**src/ccs_pkg.sv**
```systemverilog
// Purpose: Shared constants and types of the converter clocking block
// Assumes: Register offsets are byte addresses of aligned 32-bit words
// Notes: Only the low 16 bits of each register are used
package ccs_pkg;
    // ----------------------------------------
    // Register map
    // ----------------------------------------
    localparam logic [4:0] ADDR_PLL_CTRL = 5'h00;
    localparam logic [4:0] ADDR_DIVIDERS = 5'h04;
    localparam logic [4:0] ADDR_STATUS = 5'h08;
    localparam logic [4:0] ADDR_TRIG_CTRL = 5'h0C;
    localparam logic [4:0] ADDR_CLKOUT_CTRL = 5'h10;
    localparam logic [4:0] ADDR_SYSREF_CTRL = 5'h14;
    // Writable bits and reset values
    localparam logic [15:0] PLL_CTRL_MASK = 16'h0007;
    localparam logic [15:0] PLL_CTRL_RST = 16'h0005;
    localparam logic [15:0] DIVIDERS_MASK = 16'hFFFF;
    localparam logic [15:0] DIVIDERS_RST = 16'h1051;
    localparam logic [15:0] TRIG_CTRL_MASK = 16'hFF07;
    localparam logic [15:0] TRIG_CTRL_RST = 16'h0400;
    localparam logic [15:0] CLKOUT_CTRL_MASK = 16'h003F;
    localparam logic [15:0] CLKOUT_CTRL_RST = 16'h0000;
    localparam logic [15:0] SYSREF_CTRL_MASK = 16'h0007;
    localparam logic [15:0] SYSREF_CTRL_RST = 16'h0000;
    // ----------------------------------------
    // Field positions
    // ----------------------------------------
    localparam int PLL_RESET_BIT = 0;
    localparam int CAL_EN_BIT = 1;
    localparam int REFO_EN_BIT = 2;
    localparam int P_LSB = 0;
    localparam int V_LSB = 4;
    localparam int N_LSB = 8;
    localparam int STAT_CAL_DONE_BIT = 0;
    localparam int STAT_LOCK_BIT = 1;
    localparam int STAT_DIV_OK_BIT = 2;
    localparam int STAT_PLL_MODE_BIT = 3;
    localparam int STAT_POS_LSB = 8;
    localparam int TRIG_EN_BIT = 0;
    localparam int TRIG_MODE_LSB = 1;
    localparam int RX_DIV_LSB = 8;
    localparam int C_MODE_LSB = 0;
    localparam int D_MODE_LSB = 2;
    localparam int STRAP_OVR_BIT = 4;
    localparam int OVERRANGE_ENABLE_BIT = 5;
    localparam int SYSREF_SEL_LSB = 0;
    localparam logic [1:0] TRIG_MODE_TSTAMP = 2'h3;
    // ----------------------------------------
    // Timing
    // ----------------------------------------
    localparam int CLOCK_PERIOD_NS = 10;
    localparam int CAL_TIME_NS = 1000;
    localparam int LOCK_TIME_NS = 500;
    localparam int CAL_CYCLES = (CAL_TIME_NS + CLOCK_PERIOD_NS - 1) / CLOCK_PERIOD_NS;
    localparam int LOCK_CYCLES = (LOCK_TIME_NS + CLOCK_PERIOD_NS - 1) / CLOCK_PERIOD_NS;
    // Gray along reset, calibrate, settle, locked
    typedef enum logic [1:0] {
        ST_RESET = 2'b00,
        ST_CAL = 2'b01,
        ST_SETTLE = 2'b11,
        ST_LOCKED = 2'b10
    } ccs_pll_state_type;
endpackage

```
**src/ccs_clocking.sv**
```systemverilog
// Purpose: Clock selection, PLL sequencing and clock outputs of a converter
// Assumes: Clock pins are slow enough to be sampled at 100 MHz
// Notes: Avalon-MM slave, one wait cycle per access
`timescale 1ns/100ps
`default_nettype none
module ccs_clocking
    import ccs_pkg::*;
(
    input wire logic CLOCK,
    input wire logic SRST,
    input wire logic [4:0] AVS_ADDRESS,
    input wire logic AVS_READ,
    input wire logic AVS_WRITE,
    input wire logic [31:0] AVS_WRITEDATA,
    input wire logic [3:0] AVS_BYTEENABLE,
    output var logic [31:0] AVS_READDATA,
    output var logic AVS_WAITREQUEST,
    input wire logic PLL_ENABLE_STRAP,
    input wire logic REF_SELECT_STRAP,
    input wire logic [1:0] CLOCK_OUT_CONFIG_STRAPS,
    input wire logic POWER_DOWN_PIN,
    input wire logic DIFF_CLK_IN,
    input wire logic SINGLE_ENDED_REF_IN,
    input wire logic SYSREF_IN,
    input wire logic TIMESTAMP_IN,
    input wire logic SERDES_PLL_CLK_IN,
    input wire logic OVERRANGE_C_IN,
    input wire logic OVERRANGE_D_IN,
    output var logic SAMPLE_CLK_OUT,
    output var logic REF_REPEAT_OUT,
    output var logic TRIGGER_CLOCK_OUT,
    output var logic CHAN_C_FLAG_PIN,
    output var logic CHAN_D_FLAG_PIN,
    output var logic SYSREF_CAPTURED
);
    // ----------------------------------------
    // Pin synchronisers
    // ----------------------------------------
    logic [10:0] pins_s;
    logic pll_en_s, ref_sel_s, pd_s, diff_s, se_s, sysref_s, tstamp_s, spll_s;
    logic [1:0] straps_s;

    ccs_sync2 #(.W(10)) u_sync (
        .clk(CLOCK),
        .srst(SRST),
        .din({PLL_ENABLE_STRAP, REF_SELECT_STRAP, CLOCK_OUT_CONFIG_STRAPS,
              POWER_DOWN_PIN, DIFF_CLK_IN, SINGLE_ENDED_REF_IN, SYSREF_IN,
              TIMESTAMP_IN, SERDES_PLL_CLK_IN}),
        .dout(pins_s[9:0])
    );
    assign pins_s[10] = 1'b0;
    assign {pll_en_s, ref_sel_s, straps_s, pd_s, diff_s, se_s, sysref_s,
            tstamp_s, spll_s} = pins_s[9:0];

    // ----------------------------------------
    // Register bus
    // ----------------------------------------
    logic [15:0] pll_ctrl_q, pll_ctrl_d, div_q, div_d, trig_q, trig_d;
    logic [15:0] clkout_q, clkout_d, srsel_q, srsel_d;
    logic [31:0] rdata_d;
    logic wait_d;
    logic [15:0] status;
    logic [7:0] srpos_q;
    logic req, wr_go;

    function automatic logic [15:0] merge(input logic [15:0] old,
                                          input logic [15:0] wd,
                                          input logic [1:0] be,
                                          input logic [15:0] mask);
        logic [15:0] v;
        v = old;
        if (be[0]) v[7:0] = wd[7:0];
        if (be[1]) v[15:8] = wd[15:8];
        return v & mask;
    endfunction

    assign req = AVS_READ || AVS_WRITE;
    // A write lands on the edge where the master sees waitrequest low
    assign wr_go = AVS_WRITE && !AVS_WAITREQUEST;

    always_comb begin
        wait_d = !(req && AVS_WAITREQUEST);
        rdata_d = AVS_READDATA;
        pll_ctrl_d = pll_ctrl_q;
        div_d = div_q;
        trig_d = trig_q;
        clkout_d = clkout_q;
        srsel_d = srsel_q;
        if (AVS_READ && AVS_WAITREQUEST) begin
            if (AVS_ADDRESS == ADDR_PLL_CTRL) begin
                rdata_d = {16'h0000, pll_ctrl_q};
            end else if (AVS_ADDRESS == ADDR_DIVIDERS) begin
                rdata_d = {16'h0000, div_q};
            end else if (AVS_ADDRESS == ADDR_STATUS) begin
                rdata_d = {16'h0000, status};
            end else if (AVS_ADDRESS == ADDR_TRIG_CTRL) begin
                rdata_d = {16'h0000, trig_q};
            end else if (AVS_ADDRESS == ADDR_CLKOUT_CTRL) begin
                rdata_d = {16'h0000, clkout_q};
            end else if (AVS_ADDRESS == ADDR_SYSREF_CTRL) begin
                rdata_d = {16'h0000, srsel_q};
            end else begin
                rdata_d = 32'h00000000;
            end
        end
        if (wr_go) begin
            if (AVS_ADDRESS == ADDR_PLL_CTRL) begin
                pll_ctrl_d = merge(pll_ctrl_q, AVS_WRITEDATA[15:0], AVS_BYTEENABLE[1:0],
                                   PLL_CTRL_MASK);
            end else if (AVS_ADDRESS == ADDR_DIVIDERS) begin
                // Dividers should only change under PLL reset
                div_d = merge(div_q, AVS_WRITEDATA[15:0], AVS_BYTEENABLE[1:0],
                              DIVIDERS_MASK);
            end else if (AVS_ADDRESS == ADDR_TRIG_CTRL) begin
                trig_d = merge(trig_q, AVS_WRITEDATA[15:0], AVS_BYTEENABLE[1:0],
                               TRIG_CTRL_MASK);
            end else if (AVS_ADDRESS == ADDR_CLKOUT_CTRL) begin
                clkout_d = merge(clkout_q, AVS_WRITEDATA[15:0], AVS_BYTEENABLE[1:0],
                                 CLKOUT_CTRL_MASK);
            end else if (AVS_ADDRESS == ADDR_SYSREF_CTRL) begin
                srsel_d = merge(srsel_q, AVS_WRITEDATA[15:0], AVS_BYTEENABLE[1:0],
                                SYSREF_CTRL_MASK);
            end
        end
    end

    always_ff @(posedge CLOCK) begin
        if (SRST) begin
            AVS_WAITREQUEST <= 1'b1;
            AVS_READDATA <= 32'h00000000;
            pll_ctrl_q <= PLL_CTRL_RST;
            div_q <= DIVIDERS_RST;
            trig_q <= TRIG_CTRL_RST;
            clkout_q <= CLKOUT_CTRL_RST;
            srsel_q <= SYSREF_CTRL_RST;
        end else begin
            AVS_WAITREQUEST <= wait_d;
            AVS_READDATA <= rdata_d;
            pll_ctrl_q <= pll_ctrl_d;
            div_q <= div_d;
            trig_q <= trig_d;
            clkout_q <= clkout_d;
            srsel_q <= srsel_d;
        end
    end

    // ----------------------------------------
    // Converter PLL sequencer
    // ----------------------------------------
    ccs_pll_state_type state_q, state_d;
    logic [7:0] cnt_q, cnt_d;
    logic cal_done_q, cal_done_d;
    logic [7:0] pv;
    logic div_ok, pll_rst;

    assign pll_rst = pll_ctrl_q[PLL_RESET_BIT];
    assign pv = 8'(div_q[P_LSB +: 4] * div_q[V_LSB +: 4]);
    assign div_ok = (pv == 8'h05) || (pv == 8'h06) || (pv == 8'h08) ||
                    (pv == 8'h0A) || (pv == 8'h0C);

    always_comb begin
        state_d = state_q;
        cnt_d = cnt_q;
        cal_done_d = cal_done_q;
        case (state_q)
            ST_RESET: begin
                cnt_d = 8'h00;
                if (!pll_rst && pll_en_s) begin
                    state_d = pll_ctrl_q[CAL_EN_BIT] ? ST_CAL : ST_SETTLE;
                end
            end
            ST_CAL: begin
                cnt_d = cnt_q + 8'h01;
                if (cnt_q == 8'(CAL_CYCLES - 1)) begin
                    cnt_d = 8'h00;
                    cal_done_d = 1'b1;
                    state_d = ST_SETTLE;
                end
            end
            ST_SETTLE: begin
                // An unsupported divisor never locks
                if (div_ok) begin
                    cnt_d = cnt_q + 8'h01;
                    if (cnt_q == 8'(LOCK_CYCLES - 1)) begin
                        state_d = ST_LOCKED;
                    end
                end
            end
            default: begin
                state_d = ST_LOCKED;
            end
        endcase
        if (pll_rst || !pll_en_s) begin
            state_d = ST_RESET;
            cal_done_d = 1'b0;
        end
    end

    always_ff @(posedge CLOCK) begin
        if (SRST) begin
            state_q <= ST_RESET;
            cnt_q <= 8'h00;
            cal_done_q <= 1'b0;
        end else begin
            state_q <= state_d;
            cnt_q <= cnt_d;
            cal_done_q <= cal_done_d;
        end
    end

    assign status = {srpos_q, 4'h0, pll_en_s, div_ok, (state_q == ST_LOCKED) && !pll_rst,
                     cal_done_q && !pll_rst};

    // ----------------------------------------
    // Clock selection and dividers
    // ----------------------------------------
    logic ref_s, ref_prev_q, ref_rise, spll_prev_q, spll_rise;
    logic vco_div, ref_div2, ref_div4, trig_div;

    // Direct mode always takes the differential input
    assign ref_s = (pll_en_s && ref_sel_s) ? se_s : diff_s;
    assign ref_rise = ref_s && !ref_prev_q;
    assign spll_rise = spll_s && !spll_prev_q;

    always_ff @(posedge CLOCK) begin
        if (SRST) begin
            ref_prev_q <= 1'b0;
            spll_prev_q <= 1'b0;
        end else begin
            ref_prev_q <= ref_s;
            spll_prev_q <= spll_s;
        end
    end

    // VCO stand-in: system clock divided by twice V times P
    ccs_toggle_div #(.W(8)) u_vco (
        .clk(CLOCK), .srst(SRST), .tick(state_q == ST_LOCKED),
        .half(pv), .out_q(vco_div)
    );
    ccs_toggle_div #(.W(8)) u_div2 (
        .clk(CLOCK), .srst(SRST), .tick(ref_rise),
        .half(8'h01), .out_q(ref_div2)
    );
    ccs_toggle_div #(.W(8)) u_div4 (
        .clk(CLOCK), .srst(SRST), .tick(ref_rise),
        .half(8'h02), .out_q(ref_div4)
    );
    ccs_toggle_div #(.W(8)) u_trig (
        .clk(CLOCK), .srst(SRST), .tick(spll_rise),
        .half(trig_q[RX_DIV_LSB +: 8]), .out_q(trig_div)
    );

    // ----------------------------------------
    // Output pins
    // ----------------------------------------
    logic [1:0] c_mode, d_mode;
    logic overrange_enable, strap_ovr;
    logic samp_d, refo_d, trig_d_out, pin_c_d, pin_d_d;

    assign overrange_enable = clkout_q[OVERRANGE_ENABLE_BIT];
    assign strap_ovr = clkout_q[STRAP_OVR_BIT];

    always_comb begin
        if (strap_ovr) begin
            c_mode = clkout_q[C_MODE_LSB +: 2];
            d_mode = (c_mode != 2'h0) ? clkout_q[D_MODE_LSB +: 2] : 2'h0;
        end else begin
            c_mode = straps_s;
            d_mode = (straps_s != 2'h0) ? 2'h1 : 2'h0;
        end
        // Sampling clock feeds core, logic and serializer PLL
        samp_d = pll_en_s ? vco_div : diff_s;
        refo_d = pll_en_s && pll_ctrl_q[REFO_EN_BIT] && ref_s;
        if (trig_q[TRIG_MODE_LSB +: 2] == TRIG_MODE_TSTAMP) begin
            trig_d_out = tstamp_s;
        end else begin
            trig_d_out = trig_div;
        end
        trig_d_out = trig_d_out && trig_q[TRIG_EN_BIT];
        // Clock modes take the pin before over-range
        case (c_mode)
            2'h1: pin_c_d = ref_s;
            2'h2: pin_c_d = ref_div2;
            2'h3: pin_c_d = ref_div4;
            default: pin_c_d = overrange_enable && OVERRANGE_C_IN;
        endcase
        case (d_mode)
            2'h1: pin_d_d = ref_s;
            2'h2: pin_d_d = ref_div2;
            2'h3: pin_d_d = ref_div4;
            default: pin_d_d = overrange_enable && OVERRANGE_D_IN;
        endcase
        if (pd_s) begin
            refo_d = 1'b0;
            trig_d_out = 1'b0;
            if (c_mode != 2'h0) pin_c_d = 1'b0;
            if (d_mode != 2'h0) pin_d_d = 1'b0;
        end
    end

    always_ff @(posedge CLOCK) begin
        if (SRST) begin
            SAMPLE_CLK_OUT <= 1'b0;
            REF_REPEAT_OUT <= 1'b0;
            TRIGGER_CLOCK_OUT <= 1'b0;
            CHAN_C_FLAG_PIN <= 1'b0;
            CHAN_D_FLAG_PIN <= 1'b0;
        end else begin
            SAMPLE_CLK_OUT <= samp_d;
            REF_REPEAT_OUT <= refo_d;
            TRIGGER_CLOCK_OUT <= trig_d_out;
            CHAN_C_FLAG_PIN <= pin_c_d;
            CHAN_D_FLAG_PIN <= pin_d_d;
        end
    end

    // ----------------------------------------
    // SYSREF window and capture
    // ----------------------------------------
    logic [7:0] hist_q, hist_d, srpos_d;
    logic cap_d;

    always_comb begin
        hist_d = {hist_q[6:0], sysref_s};
        srpos_d = srpos_q;
        cap_d = SYSREF_CAPTURED;
        if (ref_rise) begin
            // Set bit marks a tap next to a SYSREF edge
            srpos_d = hist_q ^ {hist_q[6:0], sysref_s};
            cap_d = hist_q[srsel_q[SYSREF_SEL_LSB +: 3]];
        end
    end

    always_ff @(posedge CLOCK) begin
        if (SRST) begin
            hist_q <= 8'h00;
            srpos_q <= 8'h00;
            SYSREF_CAPTURED <= 1'b0;
        end else begin
            hist_q <= hist_d;
            srpos_q <= srpos_d;
            SYSREF_CAPTURED <= cap_d;
        end
    end
endmodule
`default_nettype wire

```
**src/ccs_sync2.sv**
```systemverilog
// Purpose: Two-stage synchroniser for pin levels
// Assumes: Inputs are asynchronous levels
// Notes: Only the second stage may be read
`timescale 1ns/100ps
`default_nettype none
module ccs_sync2 #(
    parameter int W = 1
) (
    input wire logic clk,
    input wire logic srst,
    input wire logic [W-1:0] din,
    output var logic [W-1:0] dout
);
    logic [W-1:0] meta_q;

    initial begin
        if (W < 1) $error("ccs_sync2 width below one");
    end

    always_ff @(posedge clk) begin
        if (srst) begin
            meta_q <= '0;
            dout <= '0;
        end else begin
            meta_q <= din;
            dout <= meta_q;
        end
    end
endmodule
`default_nettype wire

```
**src/ccs_toggle_div.sv**
```systemverilog
// Purpose: Toggles its output every 'half' ticks
// Assumes: Tick is a level on the same clock; each cycle it is high counts once
// Notes: A half of zero acts as one
`timescale 1ns/100ps
`default_nettype none
module ccs_toggle_div #(
    parameter int W = 8
) (
    input wire logic clk,
    input wire logic srst,
    input wire logic tick,
    input wire logic [W-1:0] half,
    output var logic out_q
);
    logic [W-1:0] cnt_q;
    logic [W-1:0] cnt_d;
    logic out_d;

    initial begin
        if (W < 1) $error("ccs_toggle_div width below one");
    end

    always_comb begin
        cnt_d = cnt_q;
        out_d = out_q;
        if (tick) begin
            if (cnt_q + W'(1) >= half) begin
                cnt_d = '0;
                out_d = !out_q;
            end else begin
                cnt_d = cnt_q + W'(1);
            end
        end
    end

    always_ff @(posedge clk) begin
        if (srst) begin
            cnt_q <= '0;
            out_q <= 1'b0;
        end else begin
            cnt_q <= cnt_d;
            out_q <= out_d;
        end
    end
endmodule
`default_nettype wire

```
**config.mk**
```make
export PLATFORM = sky130hd
export DESIGN_NAME = ccs_clocking
export DESIGN_NICKNAME = d
export VERILOG_FILES = /design/src/ccs_pkg.sv /design/src/ccs_clocking.sv /design/src/ccs_sync2.sv /design/src/ccs_toggle_div.sv
export SDC_FILE = /design/constraint.sdc
export NUM_CORES = 1
export LEC_CHECK = 0
export ABC_CLOCK_PERIOD_IN_PS = 4500
export BUFFER_PORTS_ARGS = -buffer_cell sky130_fd_sc_hd__buf_2
export CORE_ASPECT_RATIO = 1.25
export CORE_MARGIN = 1
export CORE_UTILIZATION = 52
export CTS_CLUSTER_SIZE = 40
export DETAILED_ROUTE_END_ITERATION = 12
export HOLD_SLACK_MARGIN = 0.06
export PLACE_DENSITY = 0.76
export SETUP_SLACK_MARGIN = 0.15
export SYNTH_ARGS = -nofsm -noshare
export SYNTH_HDL_FRONTEND = slang
export SYNTH_SLANG_ARGS = --single-unit
```
**constraint.sdc**
```tcl
create_clock -name CLOCK -period 4.5 [get_ports CLOCK]
set_clock_uncertainty 0.1 [all_clocks]
set_input_delay 0.675 -clock CLOCK [delete_from_list [all_inputs] [get_ports CLOCK]]
set_output_delay 0.675 -clock CLOCK [all_outputs]
set_load 0.05 [all_outputs]
```
Word level (Yosys, flattened, before mapping)
Index checks and enable logic that the tools add are counted.
{"block": "totals", "register_bits": 163, "latchBits": 0, "mem_bits_rw": 0, "mem_bits_ro": 0, "inputBits": 57, "output_inout_bits": 39, "word_cells": 161, "mem_count": 0}
{"block": "classes", "addsub": 5, "multipliers": 1, "div_mod_pow": 0, "magnitude_cmp": 5, "n_eq_ne": 26, "n_shift": 0, "muxes": 34, "bitwise_logic": 5, "reduce_logical": 53}
{"cell": "2-to-1 mux 16 bit", "n": 3}
{"cell": "2-to-1 mux 8 bit", "n": 6}
{"cell": "adder 8 x 1 -> 8 bit (second input constant)", "n": 5}
{"cell": "2-to-1 mux 32 bit", "n": 1}
{"cell": "== test 8 x 4 -> 1 bit (second input constant)", "n": 3}
{"cell": "one-hot mux 8 bit (3 select lines)", "n": 1}
{"cell": "== test 8 x 3 -> 1 bit (second input constant)", "n": 2}
{"cell": ">= comparator 8 bit", "n": 2}
{"cell": "2-to-1 mux 2 bit", "n": 8}
{"cell": "== test 2 bit (second input constant)", "n": 7}
{"cell": "logical AND 1 bit", "n": 14}
{"cell": "AND reduction 2 bit", "n": 6}
{"cell": "AND reduction 4 bit", "n": 3}
{"cell": "== test 5 x 4 -> 1 bit (second input constant)", "n": 2}
{"cell": "== test 5 bit (second input constant)", "n": 2}
{"cell": "logical NOT 1 bit", "n": 10}
{"cell": "AND reduction 5 bit", "n": 2}
{"cell": "2-to-1 mux 1 bit", "n": 9}
{"cell": "== test 8 x 6 -> 1 bit (second input constant)", "n": 1}
{"cell": "== test 8 x 7 -> 1 bit (second input constant)", "n": 1}
{"cell": ">= comparator 8 x 1 -> 1 bit (second input constant)", "n": 1}
{"cell": ">= comparator 8 x 2 -> 1 bit (second input constant)", "n": 1}
{"cell": "multiplier 4 x 4 -> 8 bit", "n": 1}
{"cell": "!= test 2 bit (second input constant)", "n": 4}
{"cell": "19 further kinds", "n": 34}

Depth between registers and ports, before layout
{"block": "depth", "ltp_word": 9, "ltp_mapped": 17, "depth_no_buf": 17}

Modules after synthesis
Synthesis repeated with hierarchy kept, for this count alone.
{"block": "unflattened", "cells_unflattened": 856, "area_unflattened_um2": 7837.5}
{"mod": "ccs_clocking", "instances": 1, "cells_each": 516, "area_per_inst_um2": 4638.2, "seq_area_each_um2": 1821.7}
{"mod": "ccs_toggle_div (u_div2 ...)", "instances": 2, "cells_each": 72, "area_per_inst_um2": 634.4, "seq_area_each_um2": 180.2}
{"mod": "ccs_toggle_div (u_vco)", "instances": 1, "cells_each": 80, "area_per_inst_um2": 674.4, "seq_area_each_um2": 180.2}
{"mod": "ccs_toggle_div (u_trig)", "instances": 1, "cells_each": 74, "area_per_inst_um2": 638.1, "seq_area_each_um2": 180.2}
{"mod": "ccs_sync2", "instances": 1, "cells_each": 42, "area_per_inst_um2": 618.1, "seq_area_each_um2": 400.4}

Worst setup path after synthesis
No wires, ideal clock.
{"block": "synth_path", "path_kind": "flip-flop to flip-flop", "start": "register div_q[0]", "end": "register u_vco.cnt_q[2]", "setup_time_ns": 0.101, "t_arrival_ns": 4.126, "required_ns": 4.299, "path_slack_ns": 0.173, "stages_incl_launch_ff": 17, "n_path_buf": 0, "period_less_slack_ns": 4.327, "path_cell_list": "dfxtp_1 -> nand2_1 -> fa_1 -> inv_1 -> fa_1 -> ha_1 -> a211oi_2 -> or4b_2 -> nand3_1 -> inv_1 -> ha_1 -> a2111oi_0 -> nor2b_1 -> o21ai_1 -> nand2_1 -> nand2_1 -> o41ai_1"}
{"block": "synth_between", "elab_chain_cells": 3}
{"item": "start, declared", "line_no": "ccs_clocking.sv:58", "text": "logic [15:0] pll_ctrl_q, pll_ctrl_d, div_q, div_d, trig_q, trig_d;"}
{"item": "start signal, assigned", "line_no": "ccs_clocking.sv:140", "text": "div_q <= div_d;"}
{"item": "multiplier 4 x 4 -> 8 bit", "line_no": "ccs_clocking.sv:157", "text": "assign pv = 8'(div_q[P_LSB +: 4] * div_q[V_LSB +: 4]);"}
{"item": ">= comparator 8 bit", "line_no": "ccs_toggle_div.sv:27", "text": "if (cnt_q + W'(1) >= half) begin"}
{"item": "2-to-1 mux 8 bit", "line_no": "ccs_toggle_div.sv:27"}
{"item": "end signal, assigned", "line_no": "ccs_toggle_div.sv:41", "text": "cnt_q <= cnt_d;"}
{"item": "end, declared", "line_no": "ccs_toggle_div.sv:15", "text": "logic [W-1:0] cnt_q;"}
No other way between the ends.
A chain may end at the register's enable or synchronous reset.

Worst setup path in the final report
{"block": "layout_path", "start": "register div_q[7]", "end": "register u_vco.cnt_q[6]"}
The elaborated chain is that of the path after synthesis.

==> impl_results.md <==
- Status: finished clean
- Tot Pwr: approximately 3 mW
- Commonest non-fill, non-tap cells in the layout: 146 x dfxtp_1, 86 x nor2_1, 63 x nand2_1
- Clock root buffer master: clkbuf_16
- Vias after detailed routing: about 5700
- Port buffer count: between 60 and 70
- Avg Cell Area, Syn: roughly 9.0 um^2
- Mapped Cells: 782
- Worst Min Path Start: u_sync.meta_q[8]
- Dpl cells: around 1000
- Num CTS Buffers: 17
- TritonCTS clock tree: done
- # IOs: 96
- Gr usage total: 0.2247
- CTS H-tree depth: 4
- Clk slew on worst S/H paths: about 0.06 ns
- Layout Cells excl Fill: between 1000 and 1500
- Routed wire per std cell: roughly 15 um
- Largest net degree at the start of global routing: 74
- Max_slew headroom: 0.2689
- Vias/cell: between 5 and 6
- Final setup margin: between 0.3 and 0.4 ns
- Post-layout util: 0.6180
- Antenna viol nets, final: 0
- Post-synthesis sequential area ratio: 0.4173
- Min Hold Slack: approximately 0.33 ns
- Critical path data arrival time: between 4 and 5 ns
- # Max-Cap Violations: 0
- CP max FO: 5
- Prevailing post-synth register cell: dfxtp_1
- Max-slew violations: 0
- Pre-CTS setup slack: -0.01437 ns
- Synthesis-to-layout area growth: 15.95%
- Initial Util: 0.5330
- Critical path capture point type: flip-flop
- Net count reported at finish: 944
- Synth warnings: 0
- Tightest Pin Transition: 1.081 ns
- GPL Wtd Cong: ~0.8
- Hold Path Depth: 1
- Most common cell after layout, fill and taps aside: dfxtp_1
- R2r setup slk: approximately 0.38 ns
- DRT Pass-1 Iters: 6
- Yosys reg bits: roughly 150
- Achievable Freq: about 240 MHz
- Post-route DRC violation count: 0
- Worst r2r dst: u_vco.cnt_q[6]
- Clock sinks: ~150
- Reg2Reg Depth: 18
- Die height: approximately 130 um
- Fin. Hold Viols: 0
- Initial antenna violation count: 0
- Fraction of registers with async set/reset: 0
- Die footprint: 14030 um^2
- Unrepaired setup endpoints after global routing: no
- Leakage: approximately 3.4 nW
- Iteration-0 DRC Markers: roughly 360
- Num rows: 47
- Req. time, crit path: approximately 4.7 ns
- EDFF count, synth: 0
- VDD IR max: between 200 and 300 uV
- Share of layout cells above drive strength 1: 0.1605
- Synth unique cells: 60
- Post-Syn Area: around 7000 um^2
- Startpoint types: flip-flop
- Final min period: 4.116 ns
- Gr ovfl total: 0
- Worst R2R Start: div_q[7]
- First-pass GRT wire length: approximately 25000 um
- Crit path kind: reg -> reg
- Tcrit/Tclk final: 0.9147
- Drt total wl: roughly 15000 um
- Clock Path Buffers: 2
- Clk_lat worst skew: 0.41 ns
- Core Area: roughly 13000 um^2
- Worst hold path type: reg -> reg
- Pwr per Cell Area: 361.1 nW/um^2
- # setup viols final: 0
- Post-DP HPWL: around 11000 um
- Hold Path End: u_sync.dout[8]
- Die Wd: ~110 um
- Vias in the first global route: about 5300
-- worst max path at each step --
stage | startpoint | endpoint | slack [ns] | depth (start not counted)
floorplan | div_q[0] | u_vco.cnt_q[2] | 0.17 | 16
global placement | div_q[7] | u_vco.cnt_q[2] | 0.08 | 16
detailed placement | div_q[0] | u_vco.cnt_q[6] | -0.01 | 17
CTS | div_q[0] | u_vco.cnt_q[6] | 0.16 | 17
global route | div_q[1] | u_vco.cnt_q[6] | 0.14 | 17
finish | div_q[7] | u_vco.cnt_q[6] | 0.38 | 18
-- metal layers --
| layer | global-route usage | share of wire | up-vias |
|---|---|---|---|
| met5 | 0 | 0 | - |
| met4 | 0.07485 | 0.018 | 0 |
| met3 | 0.04548 | 0.048 | 22 |
| met2 | 0.3885 | 0.50 | 147 |
| met1 | 0.2765 | 0.43 | 2736 |
| li1 | - | - | 2837 |
-- worst max-delay path, cell delays in order (launching register included) --
cell,delay (ns)
dfxtp_1,0.33
nand2_1,0.08
fa_1,0.54
inv_1,0.06
fa_2,0.56
inv_1,0.07
fa_2,0.40
nand2b_1,0.17
a21oi_2,0.13
xor2_1,0.19
inv_1,0.07
ha_2,0.19
a2111oi_4,0.35
nor2b_2,0.21
o21ai_2,0.10
nand2_2,0.11
buf_4,0.13
nand3_1,0.07
a31oi_1,0.18
-- cells in the mapped netlist, drive strengths merged (20+ instances only) --
master,count,area [um^2]
ha,36,450.4
dfxtp,147,2943
nor2,86,322.8
and2,26,165.2
nand3,30,150.1
xnor2,21,183.9
a211oi,20,155.1
mux2i,35,350.3
a21oi,38,190.2
nand2,64,240.2
nor2b,36,225.2
inv,36,135.1
clkbuf,28,105.1
-- power by group --
part / total, mW / switching (mW) / internal (mW)
combinational: 0.237 / 0.164 / 0.0730
sequential: 1.35 / 0.0205 / 1.33
clock: 1.36 / 0.536 / 0.828
total: 2.95 / 0.721 / 2.23
-- layout make-up --
type	count	area (um^2)
fill	1107	5055
multi-input combinational	566	3864
sequential	147	2944
clock buffer	19	442.9
timing repair buffer	78	435.4
tap	171	214.0
inverter	37	138.9
clock inverter	13	135.1
antenna	1	2.502
-- state kept, by name, indices dropped and copies added, names as in the netlist, 2 cells and up --
signal	count
AVS_READDATA	16
div_q	16
trig_q	11
u_sync.dout	10
u_sync.meta_q	10
cnt_q	8
hist_q	8
srpos_q	8
u_div2.cnt_q	8
u_div4.cnt_q	8
u_trig.cnt_q	8
u_vco.cnt_q	8
clkout_q	6
pll_ctrl_q	3
srsel_q	3
state_q	2
-- through the flow --
stage	area (um^2)	TNS, ns
floorplan	7108	0
global placement	7516	0
detailed placement	7516	-0.02032
CTS	8127	0
global route	8174	0
finish	8177	0
-- what timing repair did --
action / 4_1_cts / 5_1_grt
hold endpoints to repair: 0 / 0
setup endpoints to repair: 9 / 9
pin swaps: 1 / 9
buffers inserted: 0 / 1
hold buffers: 0 / 0
gates resized for setup: 6 / 9
-- cells by family (layout without fill, tap and decap cells) --
kind of cell               count (synthesis)  in the layout  synth area share
buffers and inverters                     84            147           0.05376
xor gates and xnor gates                  37             37           0.04702
other                                      1             17         0.0005318
AOI/OAI and AO/OA                        127            127            0.1249
and+or+nand+nor                          305            305            0.2189
DFF                                      147            147            0.4173
muxes                                     40             40           0.06086
adders and majority gates                 41             41           0.07665
Power figures use the tool's default switching activity.
